===== config.mk =====
export PLATFORM = sky130hd
export DESIGN_NAME = cmc_top
export DESIGN_NICKNAME = d
export VERILOG_FILES = /design/src/hdl/cmc_pkg.sv /design/src/hdl/cmc_sw_if.sv /design/src/hdl/cmc_clk_switch.sv /design/src/hdl/cmc_top.sv
export VERILOG_INCLUDE_DIRS = /design/src /design/src/hdl
export SDC_FILE = /design/constraint.sdc
export NUM_CORES = 1
export LEC_CHECK = 0
export ABC_AREA = 1
export CORE_MARGIN = 2
export CORE_UTILIZATION = 30
export CTS_BUF_LIST = sky130_fd_sc_hd__clkbuf_4 sky130_fd_sc_hd__clkbuf_8
export DETAILED_ROUTE_END_ITERATION = 8
export DONT_BUFFER_PORTS = 1
export GPL_TIMING_DRIVEN = 0
export PLACE_DENSITY = 0.47
export SLEW_MARGIN = 5
export SYNTH_ARGS = -nofsm -noshare
export SYNTH_HDL_FRONTEND = slang
export SYNTH_SLANG_ARGS = --single-unit

===== constraint.sdc =====
create_clock -name pclk -period 2.7 [get_ports pclk]
set_input_delay 0.54 -clock pclk [delete_from_list [all_inputs] [get_ports pclk]]
set_output_delay 0.54 -clock pclk [all_outputs]
set_load 0.01 [all_outputs]

===== src/hdl/cmc_cfg.svh =====
// Constants of the clock mode controller: offsets, fields, resets, timing.
// Assumes a 20 MHz APB clock; included by the top module.
//
// Function
// - External bypass with FLL selected keeps FLL running, unused
// - Low-power bit in internal bypass enters low-power
// - Low-power bypass turns both loops off
// - Debug request leaves internal low-power bypass
// - Low-power bit in external bypass enters low-power
// - Debug request leaves external low-power bypass
// - PLL engaged: system clock from PLL
// - Reference divider brings PLL input to 1-2 MHz
// - PLL bypass: external clock out, PLL locking
// - FLL multiplies by fixed 1024
// - One bus divider 1/2/4/8 after both loops
// - VCO multiplier in steps of four, 4-40
// - Reset starts in FLL engaged internal mode
// - Sticky loss-of-lock flag, write one clears
// - Clock monitor requests reset on lost external in external modes
// - Status fields follow select controls
`ifndef CMC_CFG_SVH
`define CMC_CFG_SVH

// Register byte offsets
`define CMC_CTRL_OFS 8'h00
`define CMC_STAT_OFS 8'h04
`define CMC_IRQ_OFS 8'h08
`define CMC_MASK_OFS 8'h0C

// Control register fields
`define CMC_CS_POS 0
`define CMC_RS_POS 2
`define CMC_LP_POS 3
`define CMC_LS_POS 4
`define CMC_REFERENCE_DIVIDER_SEL_POS 5
`define CMC_BDIV_POS 8
`define CMC_VCO_POS 10
`define CMC_CME_POS 14
`define CMC_CTRL_MASK 32'h00007FFF
`define CMC_CTRL_RST 32'h00000404

// Status register fields
`define CMC_CSS_POS 0
`define CMC_RSS_POS 2
`define CMC_LSS_POS 3
`define CMC_MODE_POS 4
`define CMC_FLK_POS 7
`define CMC_PLK_POS 8
`define CMC_BUSY_POS 9

// Interrupt status and mask bits
`define CMC_LOL_BIT 0
`define CMC_LOC_BIT 1

// Loop factors
`define CMC_FLL_MULT 11'h400
`define CMC_VCO_MIN 4'h1
`define CMC_VCO_MAX 4'hA

// Clock monitor timeout
`define CMC_CLK_PERIOD_NS 50
`define CMC_LOC_TIME_NS 10000
`define CMC_LOC_CYCLES (`CMC_LOC_TIME_NS / `CMC_CLK_PERIOD_NS)

`endif


===== src/hdl/cmc_pkg.sv =====
// Types of the clock mode controller: modes, switch states, state records.
// Assumes cmc_cfg.svh is on the include path.
package cmc_pkg;
    typedef enum logic [2:0] {
        M_FLL_ENG_INT,
        M_FLL_ENG_EXT,
        M_FLL_BYP_INT,
        M_FLL_BYP_EXT,
        M_LP_BYP_INT,
        M_LP_BYP_EXT,
        M_PLL_ENG_EXT,
        M_PLL_BYP_EXT
    } cmc_mode_type;

    typedef enum logic [1:0] {
        SW_RUN,
        SW_DRAIN,
        SW_WAIT
    } cmc_sw_state_type;

    typedef struct packed {
        cmc_sw_state_type st;
        logic [1:0] act;
        logic [1:0] tgt;
        logic clk_out;
    } cmc_sw_type;

    typedef struct packed {
        cmc_mode_type mode;
        logic [31:0] ctrl;
        logic [1:0] irq_stat;
        logic [1:0] irq_mask;
        logic [31:0] rdata;
        logic slverr;
        logic fll_lock_q;
        logic pll_lock_q;
        logic ext_q;
        logic loop_q;
        logic [2:0] div_cnt;
        logic loop_div;
        logic [15:0] loc_cnt;
        logic loc_lost;
        logic fll_en;
        logic pll_en;
    } cmc_top_type;
endpackage : cmc_pkg


===== src/hdl/cmc_sw_if.sv =====
// Link between the mode controller and its glitch-free output switch.
// Assumes all signals are synchronous to pclk.
`timescale 1ns/100ps
interface cmc_sw_if;
    logic [1:0] req_sel;
    logic [2:0] sources;
    logic [1:0] act_sel;
    logic busy;
    logic clk_out;

    modport ctrl (output req_sel, output sources,
                  input act_sel, input busy, input clk_out);
    modport sw (input req_sel, input sources,
                output act_sel, output busy, output clk_out);
endinterface : cmc_sw_if


===== src/hdl/cmc_clk_switch.sv =====
// Glitch-free selector of the output clock among three sampled sources.
// Assumes source levels are synchronous to pclk; 2'h3 is never requested.
`timescale 1ns/100ps
module cmc_clk_switch (
    // Clock, reset and enable
    input wire logic pclk,
    input wire logic presetn,
    input wire logic ce,
    // Controller side
    cmc_sw_if.sw sw
);
    import cmc_pkg::*;

    cmc_sw_type s_reg;
    cmc_sw_type s_next;

    // Old source parked low first, new one joined while low, so
    // neither a shortened high nor a short low reaches the output
    always_comb begin
        s_next = s_reg;
        case (s_reg.st)
            SW_RUN: begin
                if (sw.req_sel != s_reg.act && !sw.sources[s_reg.act]) begin
                    s_next.st = SW_DRAIN;
                    s_next.tgt = sw.req_sel;
                end
            end
            SW_DRAIN: begin
                s_next.tgt = sw.req_sel;
                if (!sw.sources[sw.req_sel]) begin
                    s_next.st = SW_WAIT;
                end
            end
            SW_WAIT: begin
                s_next.act = s_reg.tgt;
                s_next.st = SW_RUN;
            end
            default: begin
                s_next.st = SW_RUN;
            end
        endcase
        // Output gated low while a change is under way
        s_next.clk_out = (s_next.st == SW_RUN) ?
            sw.sources[s_next.act] : 1'b0;
    end

    // State register, frozen while the clock enable is low
    always_ff @(posedge pclk or negedge presetn) begin
        if (!presetn) begin
            s_reg <= '{st: SW_RUN, act: 2'h0, tgt: 2'h0, clk_out: 1'b0};
        end else if (ce) begin
            s_reg <= s_next;
        end
    end

    assign sw.act_sel = s_reg.act;
    assign sw.busy = (s_reg.st != SW_RUN) || (sw.req_sel != s_reg.act);
    assign sw.clk_out = s_reg.clk_out;
endmodule : cmc_clk_switch


===== src/hdl/cmc_top.sv =====
// Clock mode controller: APB registers, mode sequencer, bus divider,
// loss-of-lock and clock monitor, output clock selection.
// Assumes clock sources and lock flags arrive as levels synchronous
// to pclk; the analog loops themselves live outside this block.
`timescale 1ns/100ps
`include "cmc_cfg.svh"
module cmc_top #(
    parameter int LOC_CYCLES = `CMC_LOC_CYCLES
) (
    // Clock, reset and enable
    input wire logic pclk,
    input wire logic presetn,
    input wire logic ce,
    // APB slave
    input wire logic psel,
    input wire logic penable,
    input wire logic pwrite,
    input wire logic [7:0] paddr,
    input wire logic [31:0] pwdata,
    output logic [31:0] prdata,
    output logic pready,
    output logic pslverr,
    // Clock sources and loop lock flags
    input wire logic int_ref_clk,
    input wire logic ext_ref_clk,
    input wire logic fll_clk,
    input wire logic pll_clk,
    input wire logic fll_lock,
    input wire logic pll_lock,
    // Debug port wake request
    input wire logic background_debug_port,
    // Loop controls
    output logic fll_enable,
    output logic pll_enable,
    output logic [10:0] fll_mult,
    output logic [5:0] pll_mult,
    output logic [2:0] reference_divider_sel,
    // Output clock, interrupt and reset request
    output logic sys_clk,
    output logic irq,
    output logic clock_loss_reset_req
);
    import cmc_pkg::*;

    cmc_top_type s_reg;
    cmc_top_type s_next;
    cmc_sw_if swl ();

    localparam logic [15:0] LOC_LIMIT = 16'(LOC_CYCLES);

    // Control fields
    logic [1:0] clock_source_select;
    logic reference_select;
    logic low_power_bit;
    logic loop_select;
    logic [1:0] bus_div_sel;
    logic [3:0] vco_multiplier_sel;
    logic clock_monitor_enable;
    logic loss_of_lock_irq_enable;

    // Status and helper terms
    logic reference_select_status;
    logic loop_select_status;
    logic uses_ext;
    cmc_mode_type tgt_mode;
    logic [3:0] vco_wr;
    logic setup_ph;
    logic access_ph;
    logic mapped;
    logic lol_event;
    logic loc_event;
    logic loop_lvl;
    logic [31:0] stat_word;

    // Field extraction from the control register
    assign clock_source_select = s_reg.ctrl[`CMC_CS_POS +: 2];
    assign reference_select = s_reg.ctrl[`CMC_RS_POS];
    assign low_power_bit = s_reg.ctrl[`CMC_LP_POS];
    assign loop_select = s_reg.ctrl[`CMC_LS_POS];
    assign bus_div_sel = s_reg.ctrl[`CMC_BDIV_POS +: 2];
    assign vco_multiplier_sel = s_reg.ctrl[`CMC_VCO_POS +: 4];
    assign clock_monitor_enable = s_reg.ctrl[`CMC_CME_POS];
    assign loss_of_lock_irq_enable = s_reg.irq_mask[`CMC_LOL_BIT];

    // Status derived from the current mode
    assign reference_select_status = (s_reg.mode == M_FLL_ENG_INT) ||
        (s_reg.mode == M_FLL_BYP_INT) ||
        (s_reg.mode == M_LP_BYP_INT);
    assign loop_select_status = (s_reg.mode == M_PLL_ENG_EXT) ||
        (s_reg.mode == M_PLL_BYP_EXT) ||
        ((s_reg.mode == M_LP_BYP_EXT) && loop_select);
    assign uses_ext = !reference_select_status;

    // Mode requested by the select fields, low-power aside
    always_comb begin
        if (clock_source_select == 2'h1) begin
            tgt_mode = M_FLL_BYP_INT;
        end else if (clock_source_select == 2'h2) begin
            tgt_mode = loop_select ? M_PLL_BYP_EXT : M_FLL_BYP_EXT;
        end else if (reference_select) begin
            tgt_mode = M_FLL_ENG_INT;
        end else begin
            tgt_mode = loop_select ? M_PLL_ENG_EXT : M_FLL_ENG_EXT;
        end
    end

    // Multiplier writes outside 1..10 are pulled to the nearest end
    always_comb begin
        vco_wr = pwdata[`CMC_VCO_POS +: 4];
        if (vco_wr < `CMC_VCO_MIN) begin
            vco_wr = `CMC_VCO_MIN;
        end else if (vco_wr > `CMC_VCO_MAX) begin
            vco_wr = `CMC_VCO_MAX;
        end
    end

    // APB phase decode; zero wait states unless the block is frozen
    assign setup_ph = psel && !penable;
    assign access_ph = psel && penable && ce;
    assign mapped = (paddr == `CMC_CTRL_OFS) ||
        (paddr == `CMC_STAT_OFS) || (paddr == `CMC_IRQ_OFS) ||
        (paddr == `CMC_MASK_OFS);

    // Loop clock seen through the shared bus divider
    assign loop_lvl = loop_select_status ? pll_clk : fll_clk;

    // A running loop dropping out of lock is an event
    assign lol_event = (s_reg.fll_en && s_reg.fll_lock_q && !fll_lock) ||
        (s_reg.pll_en && s_reg.pll_lock_q && !pll_lock);
    // Monitor expiry in an external mode is an event; taken from the
    // present state and inputs, not s_next, so the next-state process sees no loop
    assign loc_event = (ext_ref_clk == s_reg.ext_q) && !s_reg.loc_lost &&
        (s_reg.loc_cnt + 16'h0001 >= LOC_LIMIT) &&
        clock_monitor_enable && uses_ext;

    // Status word as software reads it
    always_comb begin
        stat_word = 32'h00000000;
        stat_word[`CMC_CSS_POS +: 2] = swl.act_sel;
        stat_word[`CMC_RSS_POS] = reference_select_status;
        stat_word[`CMC_LSS_POS] = loop_select_status;
        stat_word[`CMC_MODE_POS +: 3] = s_reg.mode;
        stat_word[`CMC_FLK_POS] = fll_lock;
        stat_word[`CMC_PLK_POS] = pll_lock;
        stat_word[`CMC_BUSY_POS] = swl.busy;
    end

    // Next state of the whole block
    always_comb begin
        s_next = s_reg;

        // Mode sequencer
        case (s_reg.mode)
            M_LP_BYP_INT: begin
                if (background_debug_port || !low_power_bit) begin
                    s_next.mode = M_FLL_BYP_INT;
                end
            end
            M_LP_BYP_EXT: begin
                // Loop select may change here; exit picks the new loop
                if (background_debug_port || !low_power_bit) begin
                    s_next.mode = loop_select ?
                        M_PLL_BYP_EXT : M_FLL_BYP_EXT;
                end
            end
            default: begin
                s_next.mode = tgt_mode;
                if (low_power_bit && !background_debug_port) begin
                    if (s_reg.mode == M_FLL_BYP_INT &&
                        tgt_mode == M_FLL_BYP_INT) begin
                        s_next.mode = M_LP_BYP_INT;
                    end else if ((s_reg.mode == M_FLL_BYP_EXT ||
                        s_reg.mode == M_PLL_BYP_EXT) &&
                        (tgt_mode == M_FLL_BYP_EXT ||
                        tgt_mode == M_PLL_BYP_EXT)) begin
                        s_next.mode = M_LP_BYP_EXT;
                    end
                end
            end
        endcase

        // Loop enables follow the mode being entered
        s_next.fll_en = 1'b0;
        s_next.pll_en = 1'b0;
        case (s_next.mode)
            M_LP_BYP_INT, M_LP_BYP_EXT: begin
                s_next.fll_en = 1'b0;
                s_next.pll_en = 1'b0;
            end
            M_PLL_ENG_EXT, M_PLL_BYP_EXT: begin
                s_next.pll_en = 1'b1;
            end
            M_FLL_BYP_EXT, M_FLL_BYP_INT: begin
                s_next.fll_en = 1'b1;
            end
            default: begin
                s_next.fll_en = 1'b1;
            end
        endcase

        // Bus divider counts rising edges of the loop clock
        s_next.loop_q = loop_lvl;
        if (loop_lvl && !s_reg.loop_q) begin
            s_next.div_cnt = s_reg.div_cnt + 3'h1;
        end
        case (bus_div_sel)
            2'h0: s_next.loop_div = loop_lvl;
            2'h1: s_next.loop_div = s_next.div_cnt[0];
            2'h2: s_next.loop_div = s_next.div_cnt[1];
            default: s_next.loop_div = s_next.div_cnt[2];
        endcase

        // Lock history for the loss-of-lock edge
        s_next.fll_lock_q = fll_lock;
        s_next.pll_lock_q = pll_lock;

        // Clock monitor: cycles since the last external edge
        s_next.ext_q = ext_ref_clk;
        if (ext_ref_clk != s_reg.ext_q) begin
            s_next.loc_cnt = 16'h0000;
        end else if (s_reg.loc_cnt < LOC_LIMIT) begin
            s_next.loc_cnt = s_reg.loc_cnt + 16'h0001;
        end
        s_next.loc_lost = (s_next.loc_cnt >= LOC_LIMIT);

        // Register writes, taken in the access phase
        if (access_ph && pwrite) begin
            case (paddr)
                `CMC_CTRL_OFS: begin
                    s_next.ctrl = pwdata & `CMC_CTRL_MASK;
                    s_next.ctrl[`CMC_VCO_POS +: 4] = vco_wr;
                end
                `CMC_IRQ_OFS: begin
                    s_next.irq_stat = s_reg.irq_stat & ~pwdata[1:0];
                end
                `CMC_MASK_OFS: begin
                    s_next.irq_mask = pwdata[1:0];
                end
                default: begin
                    s_next.irq_mask = s_reg.irq_mask;
                end
            endcase
        end

        // Events set after the clear so a same-cycle event survives
        if (lol_event) begin
            s_next.irq_stat[`CMC_LOL_BIT] = 1'b1;
        end
        if (loc_event) begin
            s_next.irq_stat[`CMC_LOC_BIT] = 1'b1;
        end

        // Read data captured in the setup phase
        if (setup_ph) begin
            s_next.slverr = !mapped;
            case (paddr)
                `CMC_CTRL_OFS: s_next.rdata = s_reg.ctrl;
                `CMC_STAT_OFS: s_next.rdata = stat_word;
                `CMC_IRQ_OFS: s_next.rdata = {30'h0, s_reg.irq_stat};
                `CMC_MASK_OFS: s_next.rdata = {30'h0, s_reg.irq_mask};
                default: s_next.rdata = 32'h00000000;
            endcase
        end
    end

    // One register for all state; reset lands in FLL engaged internal
    always_ff @(posedge pclk or negedge presetn) begin
        if (!presetn) begin
            s_reg <= '0;
            s_reg.mode <= M_FLL_ENG_INT;
            s_reg.ctrl <= `CMC_CTRL_RST;
            s_reg.fll_en <= 1'b1;
        end else if (ce) begin
            s_reg <= s_next;
        end
    end

    // Output switch request per mode: loop, internal or external
    always_comb begin
        case (s_reg.mode)
            M_FLL_BYP_INT, M_LP_BYP_INT: swl.req_sel = 2'h1;
            M_FLL_BYP_EXT, M_PLL_BYP_EXT, M_LP_BYP_EXT: begin
                swl.req_sel = 2'h2;
            end
            default: swl.req_sel = 2'h0;
        endcase
    end
    assign swl.sources = {ext_ref_clk, int_ref_clk, s_reg.loop_div};

    cmc_clk_switch u_switch (
        .pclk(pclk),
        .presetn(presetn),
        .ce(ce),
        .sw(swl.sw)
    );

    // APB answers
    assign prdata = s_reg.rdata;
    assign pready = ce;
    assign pslverr = s_reg.slverr && psel && penable;

    // Loop and clock outputs
    assign fll_enable = s_reg.fll_en;
    assign pll_enable = s_reg.pll_en;
    assign fll_mult = `CMC_FLL_MULT;
    assign pll_mult = {vco_multiplier_sel, 2'h0};
    assign reference_divider_sel =
        s_reg.ctrl[`CMC_REFERENCE_DIVIDER_SEL_POS +: 3];
    assign sys_clk = swl.clk_out;

    // Interrupt level from unmasked sticky bits
    assign irq = |(s_reg.irq_stat & s_reg.irq_mask);
    // Reset request only where the external reference is in use
    assign clock_loss_reset_req = s_reg.loc_lost &&
        clock_monitor_enable && uses_ext;
endmodule : cmc_top


==> results of run 1 <==
-- stage by stage --
| step | setup WS (ns) | area [µm²] | hold slack [ns] | utilization |
|---|---|---|---|---|
| floorplan | 0.882 | 4400 | 0.244 | - |
| global placement | 0.475 | 4630 | 0.248 | 0.332 |
| detailed placement | 0.446 | 4630 | 0.247 | 0.332 |
| CTS | 0.579 | 4850 | 0.0621 | 0.348 |
| global route | 0.490 | 4850 | 0.0694 | 0.348 |
| finish | 0.595 | 4850 | 0.0614 | 0.348 |
-- routing by layer --
metal | GRT usage | part of all wire
met1 | 0.194 | 0.45
met2 | 0.258 | 0.47
met3 | 0.0531 | 0.066
met4 | 0.0504 | 0.015
met5 | 0 | 0
-- worst paths after layout --
check | startpoint | to | slack, ns | cells after the start
max | s_reg[97] | clock_loss_reset_req | 0.59 | 4
min | presetn | s_reg[17] | 0.06 | 1
max reg2reg | s_reg[4] | s_reg[63] | 0.65 | 14
min reg2reg | s_reg[26] | s_reg[26] | 0.49 | 2
max in group asynchronous | presetn | fll_enable | 1.86 | 1
min in group pclk | fll_lock | s_reg[26] | 0.29 | 2
-- power by group through the flow --
stage	registers, mW	clock network [mW]	logic [mW]
after detailed placement	1.40	0	0.761
final	1.38	0.813	0.800
after global placement	1.40	0	0.742
after floorplan	1.35	0	0.602
after global routing	1.40	0.881	0.919
after CTS	1.38	0.845	0.795
-- layout make-up --
type                    count  area share
plain buffers              64      0.0916
inverters                  72      0.0557
repair buffers              2     0.00774
well taps                 180      0.0464
flip-flops and latches     72       0.372
clock inverters             4     0.00619
clock buffers              12      0.0315
multi-input cells         399       0.389
-- worst register-to-register path, delay by kind of cell (launching register included) --
| family | cells | cell delay, ns |
|---|---|---|
| simple gates | 12 | 1.27 |
| flops | 1 | 0.41 |
| fa+ha+maj | 1 | 0.21 |
| buf+inv | 1 | 0.05 |
-- cells in the mapped netlist, types with 2 or more instances --
cell / n
a21oi_1: 25
a22o_1: 4
nand4_1: 12
conb_1: 2
o221ai_1: 5
buf_4: 53
a31oi_1: 6
o21ai_1: 2
nand2_1: 158
dfstp_2: 3
nor4_1: 2
nor2_1: 37
o21ai_0: 47
nor3_1: 4
ha_1: 2
inv_2: 2
nand3_1: 37
o22ai_1: 4
buf_2: 4
o21a_1: 2
dfrtp_1: 69
a41oi_1: 2
clkbuf_1: 7
inv_1: 69
o211ai_1: 7
-- repair_timing --
item                                   4_1_cts  5_1_grt
hold buffers                                 2        0
endpoints found under the hold margin       69        0
buffers inserted                             0        0
-- logic make-up after synthesis --
family,after synthesis,share of synthesized area
AND/OR/NAND/NOR,260,0.260
XOR/XNOR,1,0.00378
adder cells (fa/ha/maj),2,0.00582
flip-flops,72,0.420
buffers and inverters,136,0.166
other,2,0.00175
AO/OA/AOI/OAI,106,0.143
==> impl_metrics.json, run 1 <==
{
  "maxCapViolCount": 0,
  "total_power_mw": 2.99,
  "max_clock_freq_mhz": 475,
  "worstMarginPinSlew_ns": 0.785,
  "slew_headroom": 0.472,
  "drc": 0,
  "core_area_mm2": 0.0139,
  "dieArea_mm2": 0.0153,
  "port-buffer-count": 0,
  "p_int_mw": 1.88,
  "stdcell_count": 805,
  "start_util": 0.309,
  "cts_htree_levels": 3,
  "synth_top_flop_cell": "dfrtp_1",
  "ys_top_cells_by_area": "dfrtp_1 40%, nand2_1 14%, buf_4 9.3%, inv_1 6.0%, o21ai_0 5.5%",
  "hp-class": "in2async",
  "synth.largest_area_cell": "dfrtp_1",
  "final-hold-violation-count": 0,
  "pwr_density_cell_mw_per_mm2": 616,
  "dp_cells": 787,
  "layout_common_cells": "158 x nand2_1, 69 x inv_1, 69 x dfrtp_1",
  "p_leak_nw": 2.51,
  "postSynthCellCount": 579,
  "avgViaCountPerCell": 4.75,
  "comb_power_share": 0.268,
  "cpPeakStageDelay_ns": 0.38,
  "setup_violations": 0,
  "p_switching_mw": 1.11,
  "p_seq_frac": 0.460,
  "worstPathArrival_ns": 1.57,
  "clkPwrFrac": 0.272,
  "async_reset_ff_frac": 1.00,
  "drv_slew": 0,
  "diodes": 0,
  "clk_latency_ns": 0.37,
  "startpoint_type": "flip-flop",
  "cp_num_buf_inv": 1,
  "ys_warn_count": 0,
  "finClkSkew_ns": 0.0118,
  "switching_share": 0.370,
  "cts_tree": "built",
  "critPathKind": "reg2out",
  "regArea_mm2": 0.00181,
  "ys_ff_latch": 72,
  "grt_antenna_before_repair": 0,
  "synth-seq-area-share": 0.420,
  "status": "finished clean",
  "synth-edff-count": 0,
  "endpoint_kind": "output pin",
  "grt_pass1_wl_um": 18300,
  "die_width_um": 124,
  "fin_crit_sh": 0.780,
  "multi_input_area_mm2": 0.00188,
  "grt_pass1_vias": 3681,
  "cts_buffer_depth": 2,
  "ant_nets": 0,
  "final_common_cell": "nand2_1",
  "cp_cell_sequence": "inv_1 -> o21ai_0 -> nand2_1 -> nor2_1",
  "mappedNetlistArea_mm2": 0.00430,
  "rsz0062_at_grt": "no",
  "pin_count": 112,
  "cp_slowest_cell": "dfrtp_1",
  "drive_gt1_frac": 0.139,
  "cts_made_buffers": 9,
  "largest_reg_flops": 32,
  "place.gp.congestion": 0.870,
  "nets": 675,
  "critPathTopFamily": "simple AND/OR/NAND/NOR gates",
  "drt-wirelength-per-cell_um": 14.3,
  "syn_area_per_cell_um2": 7.43,
  "vdd_drop_max_mv": 0.307,
  "cp.required_ns": 2.16,
  "drtIter0Drc": 168,
  "clk_pin_slew_ns": 0.08,
  "place_hpwl_um": 8410,
  "synth_top_area_frac": 0.402,
  "grt_max_degree": 70,
  "vias": 3822,
  "grt.total_usage": 0.157,
  "gr-total-overflow": 0,
  "rows": 43,
  "routed_wl_um": 11500,
  "first_pass_iters": 5,
  "nFillCells": 1489,
  "setup_tns_ns": 0,
  "clock-sinks": 72,
  "synth_cell_types": 39,
  "die-height_um": 124,
  "cts.repair.resized": 0,
  "period_needed_ns": 2.11,
  "cts_root_buf": "clkbuf_8",
  "syn_to_final_growth_pct": 12.8,
  "cp_max_fo": 6
}
Power figures use the tool's default switching activity.
==> run 2: changes to the inputs <==
--- a/config.mk
+++ b/config.mk
@@ -13,7 +13,7 @@
 export DETAILED_ROUTE_END_ITERATION = 8
 export DONT_BUFFER_PORTS = 1
 export GPL_TIMING_DRIVEN = 0
-export PLACE_DENSITY = 0.47
+export PLACE_DENSITY = 0.48
 export SLEW_MARGIN = 5
 export SYNTH_ARGS = -nofsm -noshare
 export SYNTH_HDL_FRONTEND = slang
==> constraint.sdc (replaced) <==
create_clock -name pclk -period 1.7 [get_ports pclk]
set_input_delay 0.34 -clock pclk [delete_from_list [all_inputs] [get_ports pclk]]
set_output_delay 0.34 -clock pclk [all_outputs]
set_load 0.01 [all_outputs]
==> run 2 against run 1 <==
The flow now finishes with violations (hold timing). Sequential power increased by 61%. Clock skew increased by 0.0034 ns. Cell area increased by 7.5%. Worst hold slack got worse by 0.39 ns. Critical endpoint is now s_reg[63]. Largest cell class unchanged.
==> impl_metrics.json, run 2 (synthesis results as in run 1) <==
{
  "grt.total_usage": 0.159,
  "fin_hold_ws_ns": -0.328,
  "drive_gt1_frac": 0.262,
  "startpoint_type": "flip-flop",
  "multi_input_area_mm2": 0.00209,
  "drc": 0,
  "nFillCells": 1481,
  "pin_count": 112,
  "setup_tns_ns": 0,
  "hp-class": "in2async",
  "layout_common_cells": "146 x nand2_1, 75 x buf_4, 63 x dfrtp_1",
  "worstReg2RegStart": "s_reg[3]",
  "cts_htree_levels": 3,
  "slew_headroom": 0.630,
  "cts_tree": "built",
  "switching_share": 0.373,
  "final_common_cell": "nand2_1",
  "p_leak_nw": 2.66,
  "vdd_drop_max_mv": 0.576,
  "die-height_um": 124,
  "drt-wirelength-per-cell_um": 14.1,
  "clock-sinks": 72,
  "place_hpwl_um": 8270,
  "ant_nets": 0,
  "routed_wl_um": 11700,
  "max_clock_freq_mhz": 592,
  "comb_power_share": 0.297,
  "pwr_density_cell_mw_per_mm2": 951,
  "clk_latency_ns": 0.36,
  "vias": 3894,
  "grt_pass1_vias": 3856,
  "gr-total-overflow": 0,
  "maxCapViolCount": 0,
  "finClkSkew_ns": 0.0152,
  "clkPwrFrac": 0.255,
  "critPathKind": "reg2reg",
  "grt_max_degree": 73,
  "cts_buffer_depth": 2,
  "endpoint_kind": "flip-flop",
  "setup_violations": 0,
  "reg2regPathDepth": 14,
  "start_util": 0.309,
  "dieArea_mm2": 0.0153,
  "period_needed_ns": 1.69,
  "cp.required_ns": 1.94,
  "rows": 43,
  "p_switching_mw": 1.85,
  "grt_pass1_wl_um": 18800,
  "clk_pin_slew_ns": 0.08,
  "rsz0062_at_grt": "yes",
  "violations": "hold timing",
  "final-hold-violation-count": 72,
  "cp_max_fo": 5,
  "p_seq_frac": 0.449,
  "worstMarginPinSlew_ns": 0.555,
  "regArea_mm2": 0.00181,
  "drv_slew": 0,
  "die_width_um": 124,
  "fin_crit_sh": 0.994,
  "port-buffer-count": 0,
  "largest_reg_flops": 32,
  "postLayoutCoreUtil": 0.374,
  "avgViaCountPerCell": 4.71,
  "nets": 696,
  "core_area_mm2": 0.0139,
  "r2r_end": "s_reg[63]",
  "drtIter0Drc": 209,
  "status": "complete, but fails checks",
  "place.gp.congestion": 0.896,
  "diodes": 0,
  "cts_made_buffers": 9,
  "syn_to_final_growth_pct": 21.2,
  "r2r_slack_ns": 0.01,
  "first_pass_iters": 5,
  "worstPathArrival_ns": 1.93,
  "cts_root_buf": "clkbuf_8",
  "p_int_mw": 3.10,
  "grt_antenna_before_repair": 0
}
run 2: cell count changes in the layout (fill, tap and decap cells not counted), moves of 6 or more:
cell,before,now
nor2_2,1,9
dfrtp_2,0,6
nand2_2,0,10
nor2_1,37,25
inv_2,2,10
buf_4,53,75
dfrtp_1,69,63
nand3_2,0,7
nand2_1,158,146
nand3_1,37,30
inv_1,69,56
run 2: what timing repair did:
action                                  CTS  global route
gates cloned                              0             0
buffers inserted                          7            16
endpoints found under the setup margin   14            20
pin swaps                                14            21
hold endpoints to repair                 72            72
resized for setup                        32            49
run 2: how the worst max path moves through the flow:
| stage | startpoint | to | slack, ns | depth (start not counted) |
|---|---|---|---|---|
| floorplan | paddr[1] | pll_mult[5] | 0.08 | 9 |
| global placement | paddr[1] | prdata[6] | -0.38 | 4 |
| detailed placement | paddr[1] | prdata[4] | -0.35 | 4 |
| CTS | s_reg[4] | s_reg[63] | -0.007 | 14 |
| global route | s_reg[4] | s_reg[63] | -0.14 | 14 |
| finish | s_reg[3] | s_reg[63] | 0.01 | 14 |
run 2: final cells by class:
cell class,count,share of cell area
Sequential cell,72,0.348
Clock buffer,12,0.0281
Timing Repair Buffer,23,0.0339
Inverter,72,0.0543
Tap cell,180,0.0432
Buffer,64,0.0857
Clock inverter,4,0.00576
Multi-Input combinational cell,399,0.401
run 2: power by group through the flow:
stage / Clock [mW] / Combinational (mW) / Sequential [mW]
2_1_floorplan: 0 / 0.955 / 2.14
3_3_place_gp: 0 / 1.19 / 2.22
3_5_place_dp: 0 / 1.20 / 2.22
4_1_cts: 1.32 / 1.32 / 2.21
5_1_grt: 1.38 / 1.66 / 2.26
6_report: 1.26 / 1.47 / 2.22
run 2: routing by layer:
metal / track usage / vias up / wire length [µm]
li1: - / 1932 / -
met1: 0.197 / 1868 / 5210
met2: 0.263 / 85 / 5680
met3: 0.0513 / 9 / 637
met4: 0.0469 / 0 / 129
met5: 0 / - / 0
run 2: worst max-delay path, cell delays in order, from the launching register on:
cell     delay [ns]
dfrtp_1        0.41
ha_4           0.17
nand2_4        0.07
nor2_4         0.15
nand2_1        0.07
nand2_1        0.06
nand2_1        0.05
nor2_2         0.11
nand2_1        0.07
nor2_2         0.11
nand2_1        0.07
nand2_1        0.07
nand2_1        0.05
nand2_1        0.05
nand2_1        0.05
run 2: metrics by stage:
stage               cells  instance area (µm²)  power (mW)  setup WS [ns]  hold WS (ns)
detailed placement    787                 4630        3.42         -0.352        0.0479
finish                826                 5210        4.95        0.00964        -0.328
floorplan             607                 4400        3.10         0.0821        0.0444
global placement      787                 4630        3.41         -0.379        0.0478
CTS                   810                 4960        4.84       -0.00662        -0.353
global route          826                 5210        5.29         -0.140        -0.357
